**config.mk**
```make
export PLATFORM = sky130hd
export DESIGN_NAME = rcs_sequencer
export DESIGN_NICKNAME = d
export VERILOG_FILES = /design/src/hdl/rcs_pkg.sv /design/src/hdl/rcs_delay_timer.sv /design/src/hdl/rcs_sequencer.sv
export SDC_FILE = /design/constraint.sdc
export NUM_CORES = 1
export LEC_CHECK = 0
export BUFFER_PORTS_ARGS = -buffer_cell sky130_fd_sc_hd__buf_2
export CAP_MARGIN = 20
export CORE_ASPECT_RATIO = 0.9
export CORE_MARGIN = 4
export CORE_UTILIZATION = 54
export DETAILED_ROUTE_END_ITERATION = 8
export HOLD_SLACK_MARGIN = 0.06
export PLACE_DENSITY = 0.75
export SKIP_LAST_GASP = 1
export SYNTH_ARGS = -nofsm -noshare
export SYNTH_HDL_FRONTEND = slang
export SYNTH_HIERARCHICAL = 1
export SYNTH_SLANG_ARGS = --single-unit
```
**constraint.sdc**
```tcl
create_clock -name mclk -period 2.7 [get_ports mclk]
set_clock_uncertainty 0.1 [all_clocks]
set_input_delay 0.27 -clock mclk [delete_from_list [all_inputs] [get_ports mclk]]
set_output_delay 0.27 -clock mclk [all_outputs]
set_load 0.05 [all_outputs]
```
**src/hdl/rcs_pkg.sv**
```systemverilog
/*
 Constants, types and register map for the reset and clock start-up sequencer.
 Assumes a single 100 MHz clock and an AXI4-Lite master for register access.
*/
package rcs_pkg;
   localparam int unsigned CLK_MHZ         = 100;
   localparam int unsigned PWRT_MS         = 64;
   localparam int unsigned PWRT_CYC        = PWRT_MS * 1000 * CLK_MHZ;
   localparam int unsigned POR_US          = 10;
   localparam int unsigned POR_CYC         = POR_US * CLK_MHZ;
   localparam int unsigned RST_US          = 10;
   localparam int unsigned RST_CYC         = RST_US * CLK_MHZ;
   localparam int unsigned RCSTART_US      = 1;
   localparam int unsigned RCSTART_CYC     = RCSTART_US * CLK_MHZ;
   localparam int unsigned LOCK_US         = 2;
   localparam int unsigned LOCK_CYC        = LOCK_US * CLK_MHZ;
   localparam int unsigned OST_PERIODS     = 1024;
   localparam int unsigned OST_W           = 10;

   // Register byte offsets
   localparam logic [7:0] CTRL_OFS   = 8'h00;
   localparam logic [7:0] CFG_OFS    = 8'h04;
   localparam logic [7:0] OSC_OFS    = 8'h08;
   localparam logic [7:0] STAT_OFS   = 8'h0C;
   // Field positions
   localparam int unsigned NOSC_LSB  = 8;
   localparam int unsigned CURRENT_OSC_FIELD_LSB  = 12;
   localparam int unsigned CTL_SWEN  = 0;
   localparam int unsigned CTL_TWOSP = 1;
   localparam int unsigned CTL_SWRST = 2;
   localparam logic [31:0] CTRL_RST  = 32'h0000_0001;
   localparam logic [31:0] CFG_RST   = 32'h0000_0700;
   localparam logic [1:0]  RESP_OK   = 2'h0;
   localparam logic [1:0]  RESP_DEC  = 2'h3;

   typedef enum logic [2:0] {
      OSC_FRC, OSC_FAST_RC_WITH_PLL, OSC_PRI, OSC_PRIPLL,
      OSC_SEC, OSC_LOW_POWER_RC, OSC_EXT, OSC_FAST_RC_DIVIDED
   } rcs_osc_t;

   typedef enum logic [1:0] {RT_POR, RT_BOR, RT_OTHER} rcs_rtype_t;

   typedef struct packed {
      logic powerOn;
      logic brownOut;
      logic clearPin;
      logic watchdog;
   } rcs_cause_t;

   typedef struct packed {
      logic frcReady;
      logic lprcReady;
      logic priOscTick;
      logic secOscTick;
      logic pllLocked;
      logic extClockSrc;
   } rcs_clkrdy_t;
endpackage : rcs_pkg

```
**src/hdl/rcs_delay_timer.sv**
```systemverilog
/*
 Down-counting interval timer: loads a count, runs while enabled, flags done.
 Assumes load and run come from the sequencer in the same clock domain.
*/
`timescale 1ns/1ps
module rcs_delay_timer #(
   parameter int unsigned W = 32
) (
   // Clock and reset
   input  wire logic         mclk,
   input  wire logic         resetn,
   // Control
   input  wire logic         load,
   input  wire logic [W-1:0] count,
   input  wire logic         run,
   // Status
   output logic              done
);
   logic [W-1:0] cnt_r;
   wire          atZero = (cnt_r == '0);

   always_ff @(posedge mclk or negedge resetn)
   begin
      if (!resetn)
      begin
         cnt_r <= '0;
         done  <= 1'b0;
      end
      else if (load)
      begin
         cnt_r <= count;
         done  <= 1'b0;
      end
      else if (run && !atZero)
      begin
         cnt_r <= cnt_r - 1'b1;
         done  <= (cnt_r == W'(1));
      end
      else if (atZero)
         done <= 1'b1;
   end
endmodule : rcs_delay_timer

```
**src/hdl/rcs_sequencer.sv**
```systemverilog
/*
 Reset and clock start-up sequencer with an AXI4-Lite register slave.
 Assumes reset causes and clock ready indications are synchronous to mclk.
*/
`timescale 1ns/1ps
module rcs_sequencer
   import rcs_pkg::*;
#(
   parameter int unsigned PWRT_CYCLES = rcs_pkg::PWRT_CYC
) (
   // Clock and reset
   input  wire logic               mclk,
   input  wire logic               resetn,
   // Reset causes and pins
   input  wire rcs_pkg::rcs_cause_t causes,
   input  wire logic               regulatorEnablePin,
   // Clock source indications
   input  wire rcs_pkg::rcs_clkrdy_t clkRdy,
   // Sequencer outputs
   output logic                    systemMasterResetN,
   output logic [2:0]              sysClockSel,
   output logic                    fetchEnable,
   output logic                    failsafeMonitorEn,
   // AXI4-Lite write address
   input  wire logic               s_axi_awvalid,
   output logic                    s_axi_awready,
   input  wire logic [7:0]         s_axi_awaddr,
   // AXI4-Lite write data
   input  wire logic               s_axi_wvalid,
   output logic                    s_axi_wready,
   input  wire logic [31:0]        s_axi_wdata,
   input  wire logic [3:0]         s_axi_wstrb,
   // AXI4-Lite write response
   output logic                    s_axi_bvalid,
   input  wire logic               s_axi_bready,
   output logic [1:0]              s_axi_bresp,
   // AXI4-Lite read
   input  wire logic               s_axi_arvalid,
   output logic                    s_axi_arready,
   input  wire logic [7:0]         s_axi_araddr,
   output logic                    s_axi_rvalid,
   input  wire logic               s_axi_rready,
   output logic [31:0]             s_axi_rdata,
   output logic [1:0]              s_axi_rresp
);
   import rcs_pkg::*;

   typedef enum logic [2:0] {
      SQ_IDLE, SQ_POR, SQ_PWRT, SQ_RST, SQ_RUN
   } rcs_state_t;

   function automatic logic [31:0] mergeBytes(input logic [31:0] old, input logic [31:0] nw,
                                              input logic [3:0] strb);
      logic [31:0] res;
      res = old;
      for (int i = 0; i < 4; i++)
         if (strb[i])
            res[8*i +: 8] = nw[8*i +: 8];
      return res;
   endfunction : mergeBytes

   function automatic logic isPll(input logic [2:0] s);
      return (s == OSC_FAST_RC_WITH_PLL) || (s == OSC_PRIPLL);
   endfunction : isPll

   rcs_state_t state_r, state_nxt;
   rcs_rtype_t rtype_r;
   logic [31:0] ctrl_r;
   logic [31:0] cfg_r;
   logic [2:0]  curOsc_r;
   logic [2:0]  selSrc_r;
   logic        swReset_r;
   logic        pending_r;
   logic        clkReady_r;
   logic [OST_W-1:0] ost_r;
   logic        ostDone_r;
   logic        lockSeen_r;
   logic        srcSeen_r;

   // Reset cause detection; power-on has priority, then brown-out
   wire anyCause  = causes.powerOn | causes.brownOut | causes.clearPin | causes.watchdog
                    | swReset_r;
   wire rcs_rtype_t causeType = rcs_rtype_t'(causes.powerOn ? RT_POR :
                                             (causes.brownOut ? RT_BOR : RT_OTHER));
   // Release of the reset pin with no cause pending counts as power-on
   wire rcs_rtype_t selType   = rcs_rtype_t'((pending_r && !anyCause) ? RT_POR : causeType);

   wire swEn       = ctrl_r[CTL_SWEN];
   wire [2:0] cfgOsc = cfg_r[NOSC_LSB +: 3];
   wire [2:0] pickSrc = (!swEn || selType != RT_OTHER) ? cfgOsc : curOsc_r;
   // two-speed start-up begins on fast RC
   // Only cold starts; a warm reset keeps the current source only with CTL_SWEN set
   wire [2:0] startSrc = (ctrl_r[CTL_TWOSP] && selType != RT_OTHER) ? 3'(OSC_FRC) : pickSrc;

   // Interval timers
   logic porDone, pwrtDone, rstDone;
   // Reload on power-up release too, else the first hold would be skipped
   wire  ldTimers = anyCause | pending_r;
   // power-up timer counts PWRT_CYCLES only with regulator disabled; one cycle if enabled
   wire [31:0] pwrtLoad = regulatorEnablePin ? 32'h0000_0001 : 32'(PWRT_CYCLES);

   rcs_delay_timer #(.W(32)) uPor (
      .mclk(mclk), .resetn(resetn), .load(ldTimers), .count(32'(POR_CYC)),
      .run(state_r == SQ_POR), .done(porDone));
   rcs_delay_timer #(.W(32)) uPwrt (
      .mclk(mclk), .resetn(resetn), .load(ldTimers), .count(pwrtLoad),
      .run(state_r == SQ_PWRT), .done(pwrtDone));
   rcs_delay_timer #(.W(32)) uRst (
      .mclk(mclk), .resetn(resetn), .load(ldTimers), .count(32'(RST_CYC)),
      .run(state_r == SQ_RST), .done(rstDone));

   // master reset hold sequence by reset type
   always_comb
   begin
      state_nxt = state_r;
      case (state_r)
         SQ_IDLE: state_nxt = (rtype_r == RT_POR) ? SQ_POR :
                              (rtype_r == RT_BOR) ? SQ_PWRT : SQ_RST;
         SQ_POR:  if (porDone) state_nxt = SQ_PWRT;
         SQ_PWRT: if (pwrtDone) state_nxt = SQ_RST;
         SQ_RST:  if (rstDone) state_nxt = SQ_RUN;
         default: state_nxt = state_r;
      endcase
   end

   // 10-bit start-up timer on oscillator periods
   wire isCrystal = (selSrc_r == OSC_PRI) || (selSrc_r == OSC_PRIPLL) || (selSrc_r == OSC_SEC);
   wire oscTick   = (selSrc_r == OSC_SEC) ? clkRdy.secOscTick : clkRdy.priOscTick;

   wire baseReady = (selSrc_r == OSC_EXT)  ? 1'b1 :
                    (selSrc_r == OSC_LOW_POWER_RC) ? clkRdy.lprcReady :
                    isCrystal              ? ostDone_r : clkRdy.frcReady;
   // Warm resets count the selected source as ready at once, so they add no clock delay;
   // a warm reset onto a stopped crystal is not covered
   wire srcReady  = (rtype_r == RT_OTHER) ||
                    (baseReady && (!isPll(selSrc_r) || lockSeen_r));

   always_ff @(posedge mclk or negedge resetn)
   begin
      if (!resetn)
      begin
         state_r  <= SQ_IDLE;
         rtype_r  <= RT_POR;
         selSrc_r <= 3'(OSC_FRC);
         curOsc_r <= 3'(OSC_FRC);
         pending_r <= 1'b1;
      end
      else if (anyCause)
      begin
         state_r  <= SQ_IDLE;
         rtype_r  <= causeType;
         selSrc_r <= startSrc;
         curOsc_r <= startSrc;
         pending_r <= 1'b0;
      end
      else
      begin
         // First reset after power-up is treated as power-on
         state_r  <= pending_r ? SQ_IDLE : state_nxt;
         pending_r <= 1'b0;
         if (pending_r)
         begin
            selSrc_r <= startSrc;
            curOsc_r <= startSrc;
         end
      end
   end

   // start-up timer and PLL lock run beside the reset hold
   always_ff @(posedge mclk or negedge resetn)
   begin
      if (!resetn)
      begin
         ost_r      <= '0;
         ostDone_r  <= 1'b0;
         lockSeen_r <= 1'b0;
         srcSeen_r  <= 1'b0;
      end
      else if (anyCause || pending_r)
      begin
         ost_r      <= '0;
         ostDone_r  <= 1'b0;
         lockSeen_r <= 1'b0;
         srcSeen_r  <= 1'b0;
      end
      else
      begin
         if (isCrystal && oscTick && !ostDone_r)
         begin
            ost_r <= ost_r + 1'b1;
            ostDone_r <= (ost_r == OST_W'(OST_PERIODS - 1));
         end
         lockSeen_r <= lockSeen_r | clkRdy.pllLocked;
         srcSeen_r  <= srcReady;
      end
   end

   // outputs follow release and clock ready
   always_ff @(posedge mclk or negedge resetn)
   begin
      if (!resetn)
      begin
         systemMasterResetN <= 1'b0;
         sysClockSel        <= 3'(OSC_FRC);
         fetchEnable        <= 1'b0;
         failsafeMonitorEn  <= 1'b0;
         clkReady_r         <= 1'b0;
      end
      else
      begin
         systemMasterResetN <= (state_r == SQ_RUN) && !anyCause;
         sysClockSel        <= selSrc_r;
         clkReady_r         <= srcSeen_r;
         fetchEnable        <= (state_r == SQ_RUN) && srcSeen_r && !anyCause;
         failsafeMonitorEn  <= systemMasterResetN && (state_r == SQ_RUN) && !anyCause;
      end
   end

   // AXI4-Lite slave: write when address and data both present
   logic awHeld_r, wHeld_r;
   logic [7:0]  awAddr_r;
   logic [31:0] wData_r;
   logic [3:0]  wStrb_r;
   wire doWrite = awHeld_r && wHeld_r && !s_axi_bvalid;
   wire wrCtrl  = doWrite && (awAddr_r == CTRL_OFS);
   wire wrCfg   = doWrite && (awAddr_r == CFG_OFS);
   wire wrHit   = (awAddr_r == CTRL_OFS) || (awAddr_r == CFG_OFS);
   wire [31:0] ctrlMerged = mergeBytes(ctrl_r, wData_r, wStrb_r);

   always_ff @(posedge mclk or negedge resetn)
   begin
      if (!resetn)
      begin
         awHeld_r      <= 1'b0;
         wHeld_r       <= 1'b0;
         awAddr_r      <= '0;
         wData_r       <= '0;
         wStrb_r       <= '0;
         s_axi_awready <= 1'b1;
         s_axi_wready  <= 1'b1;
         s_axi_bvalid  <= 1'b0;
         s_axi_bresp   <= RESP_OK;
         ctrl_r        <= CTRL_RST;
         cfg_r         <= CFG_RST;
         swReset_r     <= 1'b0;
      end
      else
      begin
         if (s_axi_awvalid && s_axi_awready)
         begin
            awHeld_r      <= 1'b1;
            awAddr_r      <= s_axi_awaddr;
            s_axi_awready <= 1'b0;
         end
         if (s_axi_wvalid && s_axi_wready)
         begin
            wHeld_r <= 1'b1;
            wData_r <= s_axi_wdata;
            wStrb_r <= s_axi_wstrb;
            s_axi_wready <= 1'b0;
         end
         swReset_r <= wrCtrl && ctrlMerged[CTL_SWRST];
         if (doWrite)
         begin
            s_axi_bvalid <= 1'b1;
            s_axi_bresp  <= wrHit ? RESP_OK : RESP_DEC;
            awHeld_r <= 1'b0;
            wHeld_r  <= 1'b0;
         end
         else if (s_axi_bvalid && s_axi_bready)
         begin
            s_axi_bvalid  <= 1'b0;
            s_axi_awready <= 1'b1;
            s_axi_wready  <= 1'b1;
         end
         // Software reset bit is self-clearing
         if (wrCtrl)
            ctrl_r <= ctrlMerged & ~(32'h1 << CTL_SWRST);
         if (wrCfg)
            cfg_r <= mergeBytes(cfg_r, wData_r, wStrb_r) & CFG_RST;
      end
   end

   // Read path
   wire [31:0] statWord = {24'h0, clkReady_r, fetchEnable, failsafeMonitorEn,
                           systemMasterResetN, 1'b0, rtype_r, 1'b0};
   wire [31:0] rdMux = (s_axi_araddr == CTRL_OFS) ? ctrl_r :
                       (s_axi_araddr == CFG_OFS)  ? cfg_r :
                       (s_axi_araddr == OSC_OFS)  ? (32'(curOsc_r) << CURRENT_OSC_FIELD_LSB) :
                       (s_axi_araddr == STAT_OFS) ? statWord : 32'h0;
   wire rdHit = (s_axi_araddr == CTRL_OFS) || (s_axi_araddr == CFG_OFS) ||
                (s_axi_araddr == OSC_OFS)  || (s_axi_araddr == STAT_OFS);

   always_ff @(posedge mclk or negedge resetn)
   begin
      if (!resetn)
      begin
         s_axi_arready <= 1'b1;
         s_axi_rvalid  <= 1'b0;
         s_axi_rdata   <= '0;
         s_axi_rresp   <= RESP_OK;
      end
      else if (s_axi_arvalid && s_axi_arready)
      begin
         s_axi_arready <= 1'b0;
         s_axi_rvalid  <= 1'b1;
         s_axi_rdata   <= rdMux;
         s_axi_rresp   <= rdHit ? RESP_OK : RESP_DEC;
      end
      else if (s_axi_rvalid && s_axi_rready)
      begin
         s_axi_rvalid  <= 1'b0;
         s_axi_arready <= 1'b1;
      end
   end
endmodule : rcs_sequencer

```
### After elaboration in Yosys (flattened, before gate mapping)

Cells that the tools add are included.

| word-level totals | value |
|---|---|
| flip-flop bits (word level) | 250 |
| bits in latches | 0 |
| RAM bits | 0 |
| ROM bits | 0 |
| bits of input ports | 70 |
| output and inout bits | 47 |
| logic and storage cells | 204 |
| memories | 0 |

| operators by class | value |
|---|---|
| add/subtract/negate cells | 4 |
| multiply operators | 0 |
| div/mod/pow operators | 0 |
| $lt $le $gt $ge | 0 |
| eq/ne operators | 24 |
| shift operators | 0 |
| multiplexer cells | 64 |
| bitwise logic cells | 6 |
| reduce and logical (&&, ||, !) cells | 68 |

Operators by type and width:

| operator | number |
|---|---|
| two-way mux 32 bit | 7 |
| equality test 32 x 1 -> 1 bit, second input constant | 3 |
| zero test 32 bit | 3 |
| subtractor 32 x 1 -> 32 bit, second input constant | 3 |
| two-way mux 1 bit | 34 |
| two-way mux 15 bit | 2 |
| two-way mux 3 bit | 10 |
| logical AND 1 bit | 23 |
| two-way mux 23 bit | 1 |
| two-way mux 10 bit | 2 |
| nonzero test 2 bit | 9 |
| equality test 8 x 3 -> 1 bit, second input constant | 2 |
| equality test 8 x 4 -> 1 bit, second input constant | 2 |
| zero test 8 bit | 2 |
| equality test 3 x 2 -> 1 bit, second input constant | 4 |
| equality test 3 bit, second input constant | 4 |
| two-way mux 2 bit | 6 |
| != test 4 bit, second input constant | 3 |
| one-hot mux 3 bit (4 select lines) | 1 |
| logical OR 1 bit | 11 |
| adder 10 x 1 -> 10 bit, second input constant | 1 |
| equality test 10 bit, second input constant | 1 |
| AND reduction 2 bit | 5 |
| nonzero test 3 bit | 3 |
| 11 further kinds | 24 |

### Depth between registers and ports, before layout

Gate-level depths: netlist of the first run.

| depth | value |
|---|---|
| depth in word-level cells | 13 |
| depth in mapped cells | 9 |
| gate-level depth less buffers | 7 |

### Modules after synthesis

Netlist of the first run, hierarchy kept.

By module, submodules not included:

| module | times used | cells an instance | area an instance (sq um) | sequential area each (sq um) |
|---|---|---|---|---|
| rcs_sequencer | 1 | 433 | 5968.2 | 3738.6 |
| rcs_delay_timer (uPor ...) | 2 | 239 | 2090.8 | 825.8 |
| rcs_delay_timer (uRst) | 1 | 237 | 2084.5 | 825.8 |

### Least setup slack after synthesis of the first run

No wires, ideal clock.

| timing | value |
|---|---|
| path type | flip-flop to flip-flop |
| from | reg state_r[1] |
| to | reg uPwrt.cnt_r[13] |
| setup time | 0.070 ns |
| arrival | 2.466 ns |
| data required time | 2.530 ns |
| slack | 0.064 ns |
| cell stages (with the launch flop) | 10 |
| buffers on the path | 2 |
| period minus slack after synthesis | 2.636 ns |
| path through | dfrtp_1 > clkbuf_1 > inv_1 > nor3_1 > buf_6 > or4b_4 > nand4bb_1 > a41o_1 > or4b_1 > nand3_1 |

| on the way | value |
|---|---|
| cells in the longest elaborated chain, start to end | 3 |

Ends and longest elaborated chain:

| item | line | text |
|---|---|---|
| start, declared | rcs_sequencer.sv:66 | `rcs_state_t state_r, state_nxt;` |
| start signal, assigned | rcs_sequencer.sv:159 | `state_r <= pending_r ? SQ_IDLE : state_nxt;` |
| equality test 3 x 2 -> 1 bit | rcs_sequencer.sv:107 | `.run(state_r == SQ_PWRT), .done(pwrtDone));` |
| logical AND 1 bit | rcs_delay_timer.sv:34 | `else if (run && !atZero)` |
| nonzero test 2 bit (no source line) | -- |  |
| end signal, assigned | rcs_delay_timer.sv:31 | `cnt_r <= count;` |
| end signal, assigned | rcs_delay_timer.sv:36 | `cnt_r <= cnt_r - 1'b1;` |
| end, declared | rcs_delay_timer.sv:19 | `logic [W-1:0] cnt_r;` |

Every way passes these cells.
A chain may end at the register's enable or synchronous reset.

### Worst setup path after layout of the first run

| timing | value |
|---|---|
| from | reg uRst.cnt_r[21] |
| to | reg uRst.cnt_r[1] |

| on the way | value |
|---|---|
| cells in the longest elaborated chain, start to end | 4 |

Ends and longest elaborated chain:

| item | line | text |
|---|---|---|
| start, declared | rcs_delay_timer.sv:19 |  |
| start signal, assigned | rcs_delay_timer.sv:31 |  |
| start signal, assigned | rcs_delay_timer.sv:36 |  |
| zero test 32 bit | rcs_delay_timer.sv:20 | `wire atZero = (cnt_r == '0);` |
| zero test 1 bit | rcs_delay_timer.sv:34 |  |
| logical AND 1 bit | rcs_delay_timer.sv:34 |  |
| nonzero test 2 bit (no source line) | -- |  |

Every way passes these cells.

==> results by group, run 1 <==
Global route
  – Vias in the first global route: 10100
  – Initial antenna violation count: 0
  – Grt total ovfl: 0
  – First-pass GRT wire length: 50600 um
  – Total Routing Usage GR: 0.239
  – Largest net degree at the start of global routing: 87

Layout
  – Most frequent cells in the layout: 239 x dfrtp_1, 115 x buf_2, 90 x conb_1
  – Leading cell type in the layout, fill and taps excluded: dfrtp_1
  – Area Growth Syn to Fin: 25.3%
  – Final nets: 1527
  – Fillers: 1603
  – Layout cell share with drive strength beyond 1: 0.244
  – Util after Layout: 0.698

Run status
  – Status: finished clean

Worst setup path
  – Critical Path RT: 3070 ps
  – Worst setup EP type: flip-flop
  – Crit Path Max Fanout: 6
  – Type of origin of the critical path: flip-flop
  – Worst path arrival time: 3030 ps
  – Crit Path Category: reg2reg

Routing
  – Avg Vias per Cell: 5.75
  – Iter 0 DRT Violations: 721
  – Via count: 10100
  – Post-DRT Antenna Nets: 0
  – Routed WL per cell: 17.4 um
  – First drt pass iteration count: 6
  – Routed WL: 30700 um
  – DRC: 0

Floorplan
  – Starting Density: 0.557
  – Rows: 51
  – Die height: 151 um
  – Die Area: 25100 um^2
  – Core area: 22000 um^2
  – I/O Pins: 117
  – Die Wd: 167 um

STA
  – Min Clock Period, post-route: 2660 ps
  – Final setup viols: 0
  – Peak Freq: 375 MHz
  – Max-slew violations: 0
  – Unrepaired setup endpoints after global routing: yes
  – Max-slew headroom: 0.589
  – Setup ws final: 36.8 ps
  – Actual slew at the worst max-slew pin: 610 ps
  – Fin crit share: 0.986
  – Fin. Hold Viols: 0

Synthesis
  – Flip-flop and latch count after synthesis: 248
  – Synthesized area: 12200 um^2
  – YS warnings: 6
  – Avg Synthesized Cell Area: 10.7 um^2
  – Fraction of registers with async set/reset: 1.00
  – Mapped Cells: 1148
  – Synth Flop Type: dfrtp_1
  – Synth unique cells: 83
  – Sequential fraction of the synthesis area: 0.508
  – EDFF count, synth: 0

Clocking
  – CTS tree: yes
  – H-tree depth: 1
  – # clock sinks: 248
  – Clock Tree Buf Depth: 3
  – Register clock-pin slew on the reported worst setup and hold paths: 70 ps
  – Cts bufs inserted: 26
  – Clk_lat worst skew: 530 ps
  – CTS Root Cell: clkbuf_16

Power
  – Peak VDD IR: 0.000553 V
  – Power Density: 631 nW/um^2
  – Overall power: 0.00967 W
  – Static Leak: 6.83 nW

Hold path
  – Worst hold path type: in2reg

Place
  – DP Wirelength: 19300 um
  – Dpl ws: 13.8 ps
  – GPL Wtd Cong: 0.818
  – Port bufs: 115

Job
  – MaxCap Viol Count: 0
## registers in the layout, indices dropped and copies added (netlist names), 4 cells and up
register / flops
awAddr_r: 8
ctrl_r: 31
ost_r: 10
s_axi_rdata: 32
uPor/cnt_r: 32
uPwrt/cnt_r: 32
uRst/cnt_r: 32
wData_r: 32
wStrb_r: 4
## per-stage QoR
step           hold WS (ps)  TNS, ps  cells  area, um^2
5_1_grt                 115     -187   1761       15300
6_report                127        0   1762       15300
3_3_place_gp            148        0   1644       13700
4_1_cts                 103        0   1756       15200
2_1_floorplan          -126        0   1236       12600
3_5_place_dp            153        0   1644       13700
## timing repair
item / in CTS / in global routing
setup endpoints to repair: 0 / 21
endpoints found under the hold margin: 223 / 0
resized for setup: 0 / 12
buffers inserted: 0 / 4
hold buffers: 64 / 0
## worst paths after layout
kind	from	end	slack, ps	depth (start not counted)
setup reg to reg	uRst/cnt_r[21]$_DFFE_PN0P_	uRst/cnt_r[1]$_DFFE_PN0P_	40	8
setup / recovery	uRst/cnt_r[21]$_DFFE_PN0P_	uRst/cnt_r[1]$_DFFE_PN0P_	40	8
min in group asynchronous	resetn	ost_r[6]$_DFFE_PN0P_	170	2
max in group asynchronous	resetn	s_axi_wready$_DFF_PN1_	1500	3
hold reg to reg	srcSeen_r$_DFF_PN0_	clkReady_r$_DFF_PN0_	300	0
hold / removal	s_axi_araddr[4]	s_axi_rdata[12]$_DFFE_PN0P_	130	4
## kinds of logic after synthesis
family,count (synthesis),share of synthesized area
simple gates,417,0.194
compound gates,255,0.150
flops,248,0.508
buf+inv,97,0.0351
mux,90,0.0819
xor+xnor,32,0.0229
fa+ha+maj,7,0.00716
other cells,2,0.000614
## layer usage
metal  global-route usage  wire length, um  vias up
li1                     -                -     4827
met1                0.320            13200     4961
met2                0.410            15200      271
met3               0.0344             1480       69
met4               0.0732              845        0
met5                    0                0        -
## final cells by class
| cell class | instances | area (um^2) | share of cell area |
|---|---|---|---|
| tap | 291 | 364 | 0.0238 |
| inverter | 45 | 169 | 0.0110 |
| antenna | 1 | 2.50 | 0.000163 |
| clock inverter | 12 | 116 | 0.00759 |
| sequential | 248 | 6220 | 0.406 |
| multi-input combinational | 891 | 5960 | 0.389 |
| clock buffer | 36 | 738 | 0.0482 |
| timing repair buffer | 238 | 1750 | 0.114 |
## where the power goes
part	total [W]	internal, W	switching [W]
sequential	0.00469	0.00428	0.000411
clock	0.00356	0.00202	0.00154
combinational	0.00142	0.000705	0.000719
## critical path, cell delays in order, from the launching register on
cell	delay, ps
dfrtp_1	410
or4_4	520
or4_4	510
buf_4	180
o41ai_4	350
buf_4	220
buf_4	120
nand2_1	50
a2bb2oi_1	140
## cells in the mapped netlist, drive strengths merged, types with 6 or more instances
cell / number / share of area
nor3: 30 / 0.014
a211oi: 10 / 0.0061
nand3b: 8 / 0.0061
or4b: 6 / 0.0055
a221o: 6 / 0.0054
a22o: 20 / 0.014
or4: 34 / 0.023
inv: 44 / 0.013
nor2: 88 / 0.027
o311ai: 12 / 0.0086
ha: 7 / 0.0072
or2: 14 / 0.0072
nor4: 23 / 0.015
buf: 15 / 0.0094
a31oi: 45 / 0.023
a2111oi: 6 / 0.0043
nand4: 12 / 0.0061
o21ai: 49 / 0.020
clkbuf: 36 / 0.011
a21o: 7 / 0.0043
nand2: 78 / 0.024
dfstp: 8 / 0.017
nand3: 35 / 0.014
and2: 8 / 0.0041
mux2i: 9 / 0.0074
a21boi: 7 / 0.0043
dfrtp: 240 / 0.49
a21oi: 16 / 0.0065
or3: 31 / 0.016
and3: 14 / 0.0072
nand2b: 12 / 0.0061
o211ai: 7 / 0.0043
o31ai: 21 / 0.013
o31a: 6 / 0.0043
o41ai: 9 / 0.0064
mux2: 81 / 0.075
xnor2: 28 / 0.020
Power figures use the tool's default switching activity.
==> run 2, diff against run 1 <==
- CTS_BUF_LIST: default -> sky130_fd_sc_hd__clkbuf_16
==> results by group, run 2 (synthesized netlist as in run 1, its figures left out) <==
Worst setup path
  – Worst path arrival time: 3030 ps (about the same)
  – Crit Path Category: reg2reg
  – Type of origin of the critical path: flip-flop
  – Critical path, cell by cell: or4_4 > or4_4 > buf_4 > o41ai_4 > buf_4 > buf_4 > nand2_1 > a2bb2oi_1
  – Crit Path Max Fanout: 6 (unchanged)
  – Slowest cell on crit path: or4_4
  – Worst path buffer plus inverter count: 3 (unchanged)
  – Crit path max-delay family: simple AND/OR/NAND/NOR gates
  – CP dominant cell by count: buf_4
  – Reg2Reg Setup Slack: 30 ps (about the same)
  – Slowest cell delay on critical path: 520 ps (about the same)
  – Worst setup EP type: flip-flop
  – Critical Path RT: 3060 ps (about the same)

Layout
  – Final nets: 1527 (unchanged)
  – Util after Layout: 0.696 (-0.00217)
  – Fillers: 1604 (+0.062%)
  – Area Growth Syn to Fin: 24.9%
  – Leading cell type in the layout, fill and taps excluded: dfrtp_1
  – Layout cell share with drive strength beyond 1: 0.240 (-0.00340)
  – Most frequent cells in the layout: 239 x dfrtp_1, 115 x buf_2, 90 x conb_1

STA
  – Peak Freq: 375 MHz (-0.19%)
  – Max-slew headroom: 0.581 (-0.00840)
  – Setup TNS: 0 ps (unchanged)
  – Actual slew at the worst max-slew pin: 623 ps (+12.3 ps)
  – Max-slew violations: 0 (unchanged)
  – Min Clock Period, post-route: 2670 ps (+5.10 ps)
  – Final setup viols: 0 (unchanged)
  – Unrepaired setup endpoints after global routing: yes
  – Fin. Hold Viols: 0 (unchanged)
  – Fin crit share: 0.988 (+0.00189)

Floorplan
  – Core area: 22000 um^2 (unchanged)
  – Die height: 151 um (unchanged)
  – Die Wd: 167 um (unchanged)
  – I/O Pins: 117 (unchanged)
  – Starting Density: 0.557 (unchanged)
  – Die Area: 25100 um^2 (unchanged)
  – Rows: 51 (unchanged)

Clocking
  – Clock Tree Buf Depth: 3 (unchanged)
  – Cts bufs inserted: 26 (unchanged)
  – CTS Root Cell: clkbuf_16
  – # clock sinks: 248 (unchanged)
  – CTS tree: yes
  – H-tree depth: 1 (unchanged)
  – Register clock-pin slew on the reported worst setup and hold paths: 70 ps (about the same)
  – Clk_lat worst skew: 530 ps (about the same)

Routing
  – DRC: 0 (unchanged)
  – First drt pass iteration count: 5 (-1)
  – Post-DRT Antenna Nets: 0 (unchanged)
  – Iter 0 DRT Violations: 716 (-0.69%)
  – Via count: 10100 (+0.16%)
  – Routed WL per cell: 17.6 um (+0.77%)
  – Routed WL: 31000 um (+0.83%)
  – Avg Vias per Cell: 5.75 (+0.10%)

Power
  – Peak VDD IR: 0.000553 V (about the same)
  – Overall power: 0.00952 W (-1.6%)
  – Power Density: 623 nW/um^2 (-1.3%)
  – Static Leak: 6.82 nW (-0.11%)

Job
  – MaxCap Viol Count: 0 (unchanged)

Place
  – Port bufs: 115 (unchanged)
  – DP Wirelength: 19300 um (unchanged)
  – GPL Wtd Cong: 0.818 (unchanged)

Global route
  – Largest net degree at the start of global routing: 87 (unchanged)
  – Total Routing Usage GR: 0.240 (+0.000857)
  – Initial antenna violation count: 2 (+2)
  – Grt total ovfl: 0 (unchanged)
  – Vias in the first global route: 10000 (-0.27%)
  – First-pass GRT wire length: 50700 um (+0.21%)

Run status
  – Status: finished clean

Hold path
  – Worst hold path type: in2reg
[run 2: where the power goes]
group | total, W | internal [W] | switching, W
sequential | 0.00469 | 0.00428 | 0.000409
clock | 0.00340 | 0.00186 | 0.00154
combinational | 0.00143 | 0.000705 | 0.000724
total | 0.00952 | 0.00685 | 0.00267
[run 2: worst paths after layout]
check | startpoint | cells past startpoint | to
worst min-delay path | s_axi_araddr[4] | 4 | s_axi_rdata[12]$_DFFE_PN0P_
min in group asynchronous | resetn | 2 | ost_r[6]$_DFFE_PN0P_
worst max register to register | uRst/cnt_r[21]$_DFFE_PN0P_ | 8 | uRst/cnt_r[1]$_DFFE_PN0P_
max in group asynchronous | resetn | 3 | s_axi_wready$_DFF_PN1_
worst min register to register | srcSeen_r$_DFF_PN0_ | 0 | clkReady_r$_DFF_PN0_
worst max-delay path | uRst/cnt_r[21]$_DFFE_PN0P_ | 8 | uRst/cnt_r[1]$_DFFE_PN0P_
[run 2: routing by layer]
metal	part of all wire	up-vias	GRT usage
met5	0	-	0
met4	0.029	0	0.0765
met3	0.041	68	0.0394
met2	0.49	243	0.411
met1	0.44	4998	0.317
li1	-	4835	-
[run 2: timing repair]
item | CTS | global route
endpoints found under the setup margin | 0 | 21
resized for setup | 0 | 12
buffers inserted | 0 | 4
hold buffers | 64 | 0
hold endpoints to repair | 214 | 0
[run 2: through the flow]
step	hold WS, ps	cell area [um^2]	setup slack, ps	instances
finish	127	15300	31.7	1763
global route	110	15300	-53.9	1763
CTS	102	15200	18.6	1756
detailed placement	153	13700	13.8	1644
global placement	148	13700	69.2	1644
floorplan	-126	12600	64.5	1236
[run 2: area by class of cell]
class / instances / area [um^2] / share of cell area
inverter: 45 / 169 / 0.0111
timing repair buffer: 238 / 1750 / 0.115
sequential: 248 / 6220 / 0.407
clock buffer: 26 / 651 / 0.0426
clock inverter: 22 / 154 / 0.0101
tap: 291 / 364 / 0.0238
multi-input combinational: 891 / 5960 / 0.390
antenna: 2 / 5.00 / 0.000328
[run 2: worst register-to-register path, cell delays in order (launching register included)]
cell and delay (ps):
dfrtp_1 410, or4_4 520, or4_4 510, buf_4 180
o41ai_4 350, buf_4 220, buf_4 120, nand2_1 50
a2bb2oi_1 140
